## src/inc/brd_pkg.sv

```systemverilog
// Package for the boot remap address decoder: address map, targets, carriers.
// Assumes one system clock and a 32-bit address bus from each master.
package brd_pkg;
  localparam int ADDR_W = 32;
  localparam int BANK_LSB = 28;
  localparam int NUM_MASTERS = 12;
  localparam int MST_W = 4;
  localparam logic [3:0] BANK_INTERNAL = 4'h0;
  localparam logic [3:0] BANK_EXT_FIRST = 4'h1;
  localparam logic [3:0] BANK_EXT_LAST = 4'h6;
  localparam logic [3:0] BANK_DRAM = 4'h7;
  localparam logic [3:0] BANK_PERIPH = 4'hF;
  localparam int REGION_LSB = 20;
  localparam logic [7:0] REGION_BOOT = 8'h00;
  localparam logic [7:0] REGION_INSTR_COUPLED_MEMORY = 8'h01;
  localparam logic [7:0] REGION_DATA_COUPLED_MEMORY = 8'h02;
  localparam logic [7:0] REGION_SRAM = 8'h03;
  localparam logic [7:0] REGION_ROM = 8'h04;
  localparam int SRAM_BYTES = 65536;
  localparam int SRAM_BLOCK_BYTES = 16384;
  localparam int SRAM_HALF_BYTES = 32768;
  localparam logic [3:0] MST_CPU_INSTR = 4'h0;
  localparam logic [3:0] MST_CPU_DATA = 4'h1;
  localparam logic [1:0] TCM_WAIT_CYCLES = 2'h1;

  typedef enum logic [1:0] {
    BRD_PART_ALL_SRAM = 2'b00,
    BRD_PART_ALL_DATA_COUPLED_MEMORY = 2'b01,
    BRD_PART_SPLIT_TCM = 2'b10
  } brd_part_e;

  typedef enum logic [3:0] {
    BRD_TGT_ABORT = 4'h0,
    BRD_TGT_EXT = 4'h1,
    BRD_TGT_DRAM = 4'h2,
    BRD_TGT_SRAM = 4'h3,
    BRD_TGT_ROM = 4'h4,
    BRD_TGT_PERIPH = 4'h5,
    BRD_TGT_INSTR_COUPLED_MEMORY = 4'h6,
    BRD_TGT_DATA_COUPLED_MEMORY = 4'h7
  } brd_tgt_e;

  typedef struct packed {
    logic valid;
    logic [MST_W-1:0] master;
    logic [ADDR_W-1:0] addr;
  } brd_req_s;

  typedef struct packed {
    logic valid;
    brd_tgt_e target;
    logic [5:0] ext_select;
    logic dram_select;
    logic abort;
    logic [ADDR_W-1:0] offset;
    logic [MST_W-1:0] master;
  } brd_route_s;
endpackage : brd_pkg

```

## src/hdl/brd_decoder.sv

```systemverilog
// Top of the boot remap address decoder: one registered routing stage.
// Assumes masters hold a request for one cycle; targets give their own data.
// Operation
// - Sixteen 256 Mbyte banks picked by address bits 31 to 28.
// - Banks one to six drive external selects zero to five in order.
// - Bank seven goes only to the DRAM controller and its chip select.
// - Bank zero holds internal memories, decoded further into 1 Mbyte regions.
// - Bank fifteen routes to the peripheral bridge.
// - Banks with no target answer with an abort.
// - SRAM is 64 Kbytes in four 16 Kbyte blocks behind one port.
// - SRAM sits at 0x300000; after remap it also appears at zero.
// - Wait bit adds one wait state on TCM accesses; software sets it.
// - Partition: all SRAM, all data TCM, or split instruction and data TCM.
// - SRAM open to all at 0x300000; at zero only for processor masters.
// - ROM always at 0x400000; at zero before remap if boot pin high.
// - Window zero to 0xFFFFF is the boot window chosen by captured pin.
// - Captured pin high maps ROM, low maps external select zero.
// - Processor fetches from zero after reset, seeing the boot memory.
// - ROM always answers at its own base address; SRAM and TCMs only when the partition enables them.
// - External boot starts the static controller in byte select 16-bit mode.
// - A per-master remap bit chooses boot memory or SRAM at zero, for the two processor masters only.
`timescale 1ns/10ps
module brd_decoder (
  input wire logic core_clk_in,
  input wire logic rst_n_in,
  input wire brd_pkg::brd_req_s req_in,
  input wire logic boot_select_pin_in,
  input wire logic [brd_pkg::NUM_MASTERS-1:0] master_remap_bit_in,
  input wire logic tcm_wait_state_bit_in,
  input wire brd_pkg::brd_part_e part_in,
  output brd_pkg::brd_route_s route_out,
  output logic tcm_wait_out,
  output logic boot_from_rom_out,
  output logic smc_byte_select_out,
  output logic smc_bus16_out,
  output logic smc_cs_qualified_out
);
  import brd_pkg::*;

  logic rst_sync1_reg;
  logic rst_sync2_reg;
  logic boot_sync1_reg;
  logic boot_sync2_reg;
  logic boot_captured_reg;
  logic boot_from_rom_reg;
  brd_route_s route_reg;
  brd_route_s route_next;
  logic tcm_wait_reg;
  logic smc_default_reg;
  wire rst_n = rst_sync2_reg;

  always_ff @(posedge core_clk_in or negedge rst_n_in) begin
    if (!rst_n_in) begin
      rst_sync1_reg <= 1'b0;
      rst_sync2_reg <= 1'b0;
    end else begin
      rst_sync1_reg <= 1'b1;
      rst_sync2_reg <= rst_sync1_reg;
    end
  end

  always_ff @(posedge core_clk_in or negedge rst_n) begin
    if (!rst_n) begin
      boot_sync1_reg <= 1'b0;
      boot_sync2_reg <= 1'b0;
    end else begin
      boot_sync1_reg <= boot_select_pin_in;
      boot_sync2_reg <= boot_sync1_reg;
    end
  end

  // Boot pin latched once, three cycles after reset release
  logic [1:0] cap_cnt_reg;
  always_ff @(posedge core_clk_in or negedge rst_n) begin
    if (!rst_n) begin
      cap_cnt_reg <= 2'h0;
      boot_captured_reg <= 1'b0;
      boot_from_rom_reg <= 1'b0;
    end else if (!boot_captured_reg) begin
      cap_cnt_reg <= cap_cnt_reg + 2'h1;
      if (cap_cnt_reg == 2'h2) begin
        boot_captured_reg <= 1'b1;
        boot_from_rom_reg <= boot_sync2_reg;
      end
    end
  end

  wire req_ok = req_in.valid && boot_captured_reg;
  wire [3:0] bank = req_in.addr[ADDR_W-1:BANK_LSB];
  wire master_legal = req_in.master < MST_W'(NUM_MASTERS);
  wire remap_sel = master_legal ? master_remap_bit_in[req_in.master] : 1'b0;
  wire is_ext = (bank >= BANK_EXT_FIRST) && (bank <= BANK_EXT_LAST);
  wire [2:0] ext_idx = 3'(bank - BANK_EXT_FIRST);
  brd_tgt_e int_tgt;

  brd_internal_dec u_internal (
    .addr_in(req_in.addr),
    .master_in(req_in.master),
    .remap_in(remap_sel),
    .boot_rom_in(boot_from_rom_reg),
    .part_in(part_in),
    .target_out(int_tgt)
  );

  always_comb begin
    route_next = '0;
    route_next.valid = req_ok;
    route_next.master = req_in.master;
    route_next.offset = req_in.addr;
    route_next.target = BRD_TGT_ABORT;
    if (bank == BANK_INTERNAL) begin
      route_next.target = int_tgt;
    end else if (is_ext) begin
      route_next.target = BRD_TGT_EXT;
      route_next.ext_select = 6'h01 << ext_idx;
    end else if (bank == BANK_DRAM) begin
      route_next.target = BRD_TGT_DRAM;
      route_next.dram_select = 1'b1;
    end else if (bank == BANK_PERIPH) begin
      route_next.target = BRD_TGT_PERIPH;
    end
    // Boot window toward external flash drives select zero
    if (bank == BANK_INTERNAL && int_tgt == BRD_TGT_EXT) begin
      route_next.ext_select = 6'h01;
    end
    if (route_next.target == BRD_TGT_SRAM) begin
      route_next.offset = {16'h0000, req_in.addr[15:0]};
    end else if (route_next.target == BRD_TGT_INSTR_COUPLED_MEMORY ||
                 route_next.target == BRD_TGT_DATA_COUPLED_MEMORY) begin
      route_next.offset = {16'h0000, req_in.addr[15:0]};
    end
    route_next.abort = route_next.target == BRD_TGT_ABORT;
    if (!req_ok) begin
      route_next.ext_select = 6'h00;
      route_next.dram_select = 1'b0;
      route_next.abort = 1'b0;
    end
  end

  always_ff @(posedge core_clk_in or negedge rst_n) begin
    if (!rst_n) begin
      route_reg <= '0;
      tcm_wait_reg <= 1'b0;
      smc_default_reg <= 1'b0;
    end else begin
      route_reg <= route_next;
      tcm_wait_reg <= req_ok && tcm_wait_state_bit_in &&
                      (route_next.target == BRD_TGT_INSTR_COUPLED_MEMORY ||
                       route_next.target == BRD_TGT_DATA_COUPLED_MEMORY);
      smc_default_reg <= boot_captured_reg && !boot_from_rom_reg;
    end
  end

  assign route_out = route_reg;
  assign tcm_wait_out = tcm_wait_reg;
  assign boot_from_rom_out = boot_from_rom_reg;
  assign smc_byte_select_out = smc_default_reg;
  assign smc_bus16_out = smc_default_reg;
  assign smc_cs_qualified_out = smc_default_reg;
endmodule : brd_decoder

```

## src/hdl/brd_internal_dec.sv

```systemverilog
// Second-level decoder for bank zero: boot window, SRAM partitions, ROM.
// Assumes purely combinational use from the top level, same clock domain.
`timescale 1ns/10ps
module brd_internal_dec (
  input wire logic [brd_pkg::ADDR_W-1:0] addr_in,
  input wire logic [brd_pkg::MST_W-1:0] master_in,
  input wire logic remap_in,
  input wire logic boot_rom_in,
  input wire brd_pkg::brd_part_e part_in,
  output brd_pkg::brd_tgt_e target_out
);
  import brd_pkg::*;

  wire [7:0] region = addr_in[REGION_LSB+7:REGION_LSB];
  wire [19:0] inner = addr_in[REGION_LSB-1:0];
  wire cpu_master = (master_in == MST_CPU_INSTR) || (master_in == MST_CPU_DATA);
  wire in_sram = inner < 20'(SRAM_BYTES);
  wire in_half = inner < 20'(SRAM_HALF_BYTES);
  wire boot_hit = region == REGION_BOOT;
  wire instr_coupled_memory_ok = (part_in == BRD_PART_SPLIT_TCM) && in_half;
  wire data_coupled_memory_ok = ((part_in == BRD_PART_ALL_DATA_COUPLED_MEMORY) && in_sram) ||
                 ((part_in == BRD_PART_SPLIT_TCM) && in_half);
  wire sram_ok = (part_in == BRD_PART_ALL_SRAM) && in_sram;
  wire remap_view = remap_in && cpu_master;
  brd_tgt_e boot_tgt;

  always_comb begin
    // Remap wins over boot select only for processor masters
    if (remap_view) begin
      boot_tgt = sram_ok ? BRD_TGT_SRAM : BRD_TGT_ABORT;
    end else if (boot_rom_in) begin
      boot_tgt = BRD_TGT_ROM;
    end else begin
      boot_tgt = BRD_TGT_EXT;
    end
  end

  always_comb begin
    target_out = BRD_TGT_ABORT;
    if (boot_hit) begin
      target_out = boot_tgt;
    end else if (region == REGION_INSTR_COUPLED_MEMORY) begin
      target_out = instr_coupled_memory_ok ? BRD_TGT_INSTR_COUPLED_MEMORY : BRD_TGT_ABORT;
    end else if (region == REGION_DATA_COUPLED_MEMORY) begin
      target_out = data_coupled_memory_ok ? BRD_TGT_DATA_COUPLED_MEMORY : BRD_TGT_ABORT;
    end else if (region == REGION_SRAM) begin
      target_out = sram_ok ? BRD_TGT_SRAM : BRD_TGT_ABORT;
    end else if (region == REGION_ROM) begin
      target_out = BRD_TGT_ROM;
    end
  end
endmodule : brd_internal_dec

```

## config.mk

```make
export PLATFORM = sky130hd
export DESIGN_NAME = brd_decoder
export DESIGN_NICKNAME = d
export VERILOG_FILES = /design/src/inc/brd_pkg.sv /design/src/hdl/brd_decoder.sv /design/src/hdl/brd_internal_dec.sv
export SDC_FILE = /design/constraint.sdc
export NUM_CORES = 1
export LEC_CHECK = 0
export ABC_CLOCK_PERIOD_IN_PS = 6200
export BUFFER_PORTS_ARGS = -buffer_cell sky130_fd_sc_hd__clkbuf_2
export CORE_MARGIN = 2
export CORE_UTILIZATION = 49
export DETAILED_ROUTE_END_ITERATION = 10
export PLACE_DENSITY_LB_ADDON = 0.12
export SYNTH_ARGS = -nofsm -noshare
export SYNTH_HDL_FRONTEND = slang
export SYNTH_HIERARCHICAL = 1
export SYNTH_SLANG_ARGS = --single-unit
```

## constraint.sdc

```tcl
create_clock -name core_clk_in -period 6.2 [get_ports core_clk_in]
set_clock_uncertainty 0.2 [all_clocks]
set_input_delay 0.31 -clock core_clk_in [delete_from_list [all_inputs] [get_ports core_clk_in]]
set_output_delay 0.31 -clock core_clk_in [all_outputs]
set_load 0.1 [all_outputs]
```

Word level (Yosys, flattened, before mapping):

Cells that the tools add are included.
Widths: inputs -> output; s select.

* add/subtract/negate cells: 2
* magnitude comparators: 6
* equality and inequality tests: 14
* shift-type cells: 1
* multiplexer cells: 27
* bitwise logic cells: 1
* reductions and logical operators: 20

Operator list (number)
* $mux 32: 2
* $mux 4: 8
* $lt 20x16->1 const B: 1
* $lt 20x17->1 const B: 1
* $eq 8x2->1 const B: 2
* $mux 3: 5
* $eq 4x3->1 const B: 3
* $logic_not 4->1: 3
* $mux 6: 2
* $logic_and 1x1->1: 10
* $eq 4x1->1 const B: 2
* $eq 8x1->1 const B: 1
* $eq 8x3->1 const B: 1
* $logic_not 8->1: 1
* $mux 8: 1
* $mux 7: 1
* $mux 1: 6
* $shl 1x3->6 const A: 1
* $lt 4x5->1 const B: 1
* $bmux 1 s4: 1
* $eq 2x2->1 const B: 2
* $eq 4x2->1 const B: 1
* $eq 4x4->1 const B: 1
* $ge 4x1->1 const B: 1
* other kinds (11): 13

* flip-flop bits (word level): 59
* input port bits: 55
* word-level logic and storage cells: 87

Depth between registers and ports, before layout:

* depth after elaboration: 12
* depth in mapped cells: 11
* mapped depth without buffers: 10

Cells and area by module:

The synthesis kept the hierarchy.

By module, submodules not included
* brd_decoder: times used 1, cells an instance 136, area an instance 2035.7 sq um, seq. area each 1476.4 sq um
* brd_internal_dec: times used 1, cells an instance 27, area an instance 192.7 sq um, seq. area each 0.0 sq um

Worst setup path after synthesis:

OpenSTA, ideal clock, no wires.

* path type: input port to flip-flop
* start point: input port req_in[33] (netlist name)
* end point: register tcm_wait_reg, in the netlist tcm_wait_out
* library setup time: 0.068 ns
* data arrival time: 2.425 ns
* data required time: 5.932 ns
* path slack: 3.508 ns
* stages on the path: 10
* buffers on the path: 0
* cell sequence: mux4_2 -> mux2i_1 -> mux2i_1 -> or4b_4 -> nor4_1 -> o2111ai_1 -> nand3_1 -> or4b_1 -> a21oi_1 -> and4_1

RTL lines
* from (decl): line brd_decoder.sv:26 `input wire brd_pkg::brd_req_s req_in,`
* to (signal assigned): line brd_decoder.sv:147 `tcm_wait_reg <= req_ok && tcm_wait_state_bit_in &&`
* to (decl): line brd_decoder.sv:48 `logic tcm_wait_reg;`

==> flow_summary_export.csv <==
group,metric,value,unit
run_status,status,"completed",
final_layout,layout.nets,350,
power_and_ir_drop,combinationalPowerShare,21.2,%
cts,numCtsBuffers,9,
power_and_ir_drop,switching_share,31.4,%
global_route,track_usage,19.3,%
timing,max_freq,0.282,GHz
min_path,hold_path.class,"primary input to register",
drt,wl,4700,um
drt,first_iter_violations,159,
final_layout,mostFrequentLayoutCells,"clkbuf_2 (108), dfrtp_1 (58), dlygate4sd3_1 (23)",
timing,min_period_over_period,57.3,%
power_and_ir_drop,share_seq_of_total_power,42.7,%
global_route,grt_pass1_vias,1669,
timing,slew_headroom,50.3,%
timing,drv_slew,0,
logic_synthesis,synth_cell_types,46,
global_route,antenna_found_initial,0,
cts,root_buffer,"clkbuf_8",
cts,clock_path_buffers,2,
worst_setup_path,cp_max_fo,12,
timing,setup_viol,0,
floorplanning,fp-row-count,24,
worst_setup_path,start_kind,"primary input",
worst_setup_path,setup.worst_path.class,"primary input to register",
logic_synthesis,synth_cells,163,
final_layout,final_common_cell,"clkbuf_2",
power_and_ir_drop,irDropWorstVdd,0.191,mV
global_route,grt_pass1_wl,7490,um
drt,ant_nets,0,
timing,hold_viol,0,
cts,post_cts_buffers,0,
drt,vias,1722,
power_and_ir_drop,p_total,952,uW
drt,drc_errors,0,
cts,htreeDepth,3,
placement,gp_congestion,0.764,
logic_synthesis,syn_area_per_cell,13.7,sq um
timing,worstMarginPinSlew,0.742,ns
final_layout,diodes,0,
timing,fin_hold_ws,0.0161,ns
floorplanning,core-area,0.00435,sq mm
floorplanning,io_pins,109,
final_layout,largest_reg_flops,49,
final_layout,drive_gt1_share,46.0,%
power_and_ir_drop,p_leak,1.62,nW
cts,postCtsResizedCells,0,
worst_setup_path,end_kind,"register",
placement,io_buffer_count,108,
placement,hpwl,3220,um
global_route,grt-ovfl-total,0,
floorplanning,initial_core_util,51.2,%
final_layout,area_growth,43.3,%
logic_synthesis,synth_warnings,6,
power_and_ir_drop,power_density,298,mW/mm^2
drt,wire_per_inst,13.4,um
logic_synthesis,netlist_area,0.00223,sq mm
floorplanning,die-height,71.4,um
final_layout,fillCellCount,323,
timing,fin_crit,3.55,ns
worst_setup_path,required,6.18,ns
floorplanning,dieArea,0.00510,sq mm
cts,clock-sinks,59,
worst_setup_path,cp.arrival,3.53,ns
drt,via_per_inst,4.92,
drt,dr.pass1.iters,4,
flow_run,cap_violations,0,
power_and_ir_drop,p_int,653,uW
logic_synthesis,synth_flop_cell,"dfrtp_1",
cts,clk_latency,0.33,ns
global_route,grt_max_degree,43,
cts,cts_tree,"done",
floorplanning,die_w,71.4,um
power_and_ir_drop,p_sw,299,uW
cts,clk_pin_slew,0.06,ns
power_and_ir_drop,pwr-share-clk,36.1,%
logic_synthesis,seq_area_frac_synth,66.3,%
logic_synthesis,async_reset_ff_share,100,%
timing,rsz0062_at_grt,"no",
logic_synthesis,syn-num-nets,220,
logic_synthesis,ys_ff_latch,59,
logic_synthesis,synth_edf_count,0,
timing,finalSetupTns,0,ns
per-layer routing:
layer  GRT usage [%]  vias to the layer above  part of all wire, %
li1                -                      832                    -
met1            23.8                      811                   41
met2            30.3                       68                   50
met3            4.92                       11                  6.4
met4            12.2                        0                  2.0
met5               0                        -                    0
cell families (layout without fill, tap and decap cells):
logic type                 after synthesis  in the layout  share of synthesized area, %
xor gates and xnor gates                 1              1                         0.393
adders and majority gates                2              2                          1.12
and+or+nand+nor                         56             56                          17.6
buffers and inverters                   19            154                          4.44
muxes                                    7              7                          4.88
other                                    2              2                         0.337
DFF                                     59             59                          66.3
AOI/OAI and AO/OA                       17             17                          4.94
synth_stat cells, drive strengths merged (2+ instances only):
cell type	instances	share of area, %
mux2i	3	1.3
nand2	4	0.67
buf	8	2.5
and2	3	0.90
nor2	2	0.34
and4	3	1.2
nand3	3	0.67
mux4	3	3.0
dfrtp	59	66
clkbuf	5	0.90
nor4	5	1.4
conb	2	0.34
o21ai	7	1.6
or4	4	1.9
ha	2	1.1
or4b	2	1.1
a21oi	3	0.67
nor2b	13	3.6
nor4b	2	0.79
nor3	7	2.0
inv	6	1.0
power by group through the flow:
stage / Combinational (mW) / Clock [mW] / Sequential (mW)
after global routing: 0.211 / 0.366 / 0.408
final: 0.202 / 0.343 / 0.406
after detailed placement: 0.189 / 0 / 0.415
after floorplan: 0.0296 / 0 / 0.532
after global placement: 0.187 / 0 / 0.415
after CTS: 0.202 / 0.351 / 0.406
path summary, 6_finish.rpt:
path / from / end / slack [ns] / depth (start not counted)
hold / removal: req_in[24] / route_out[28]$_DFF_PN0_ / 0.02 / 2
min in group asynchronous: rst_n_in / rst_n$_DFF_PN0_ / 0.09 / 2
max in group asynchronous: rst_n$_DFF_PN0_ / route_out[10]$_DFF_PN0_ / 4.73 / 1
hold reg to reg: rst_n$_DFF_PN0_ / boot_sync2_reg$_DFF_PN0_ / 0.13 / 1
setup / recovery: req_in[33] / route_out[22]$_DFF_PN0_ / 2.65 / 12
setup reg to reg: boot_from_rom_out$_DFFE_PN0P_ / route_out[22]$_DFF_PN0_ / 3.97 / 6
worst max-delay path, cell delays in order:
cell and delay, ns:
dlygate4sd3_1 0.55, clkbuf_2 0.16, mux4_2 0.35, mux2i_1 0.06
mux2i_1 0.11, or4b_4 0.49, a211oi_1 0.31, a41oi_1 0.08
o21ai_1 0.26, o21ai_0 0.16, nor3_2 0.58, nor2b_1 0.11
metrics by stage:
stage | cells | util (%) | area [sq um] | worst slack (ns)
after global routing | 350 | 73.4 | 3190 | 2.32
after global placement | 311 | 63.5 | 2770 | 2.96
after CTS | 350 | 73.4 | 3190 | 2.63
after floorplan | 163 | - | 2230 | 3.51
after detailed placement | 311 | 63.5 | 2770 | 2.83
final | 350 | 73.4 | 3190 | 2.65
cell type report:
| class | count | area, sq um | area share [%] |
|---|---|---|---|
| flip-flops and latches | 59 | 1480 | 46.3 |
| repair buffers | 132 | 778 | 24.4 |
| multi-input cells | 85 | 653 | 20.4 |
| clock buffers | 14 | 163 | 5.09 |
| well taps | 52 | 65.1 | 2.04 |
| clock inverters | 2 | 35.0 | 1.10 |
| inverters | 6 | 22.5 | 0.705 |
what timing repair did:
item	CTS	global route
endpoints found under the setup margin	0	0
hold buffers	23	0
hold endpoints to repair	38	0
Note: power is estimated with default switching activity, not from simulation.
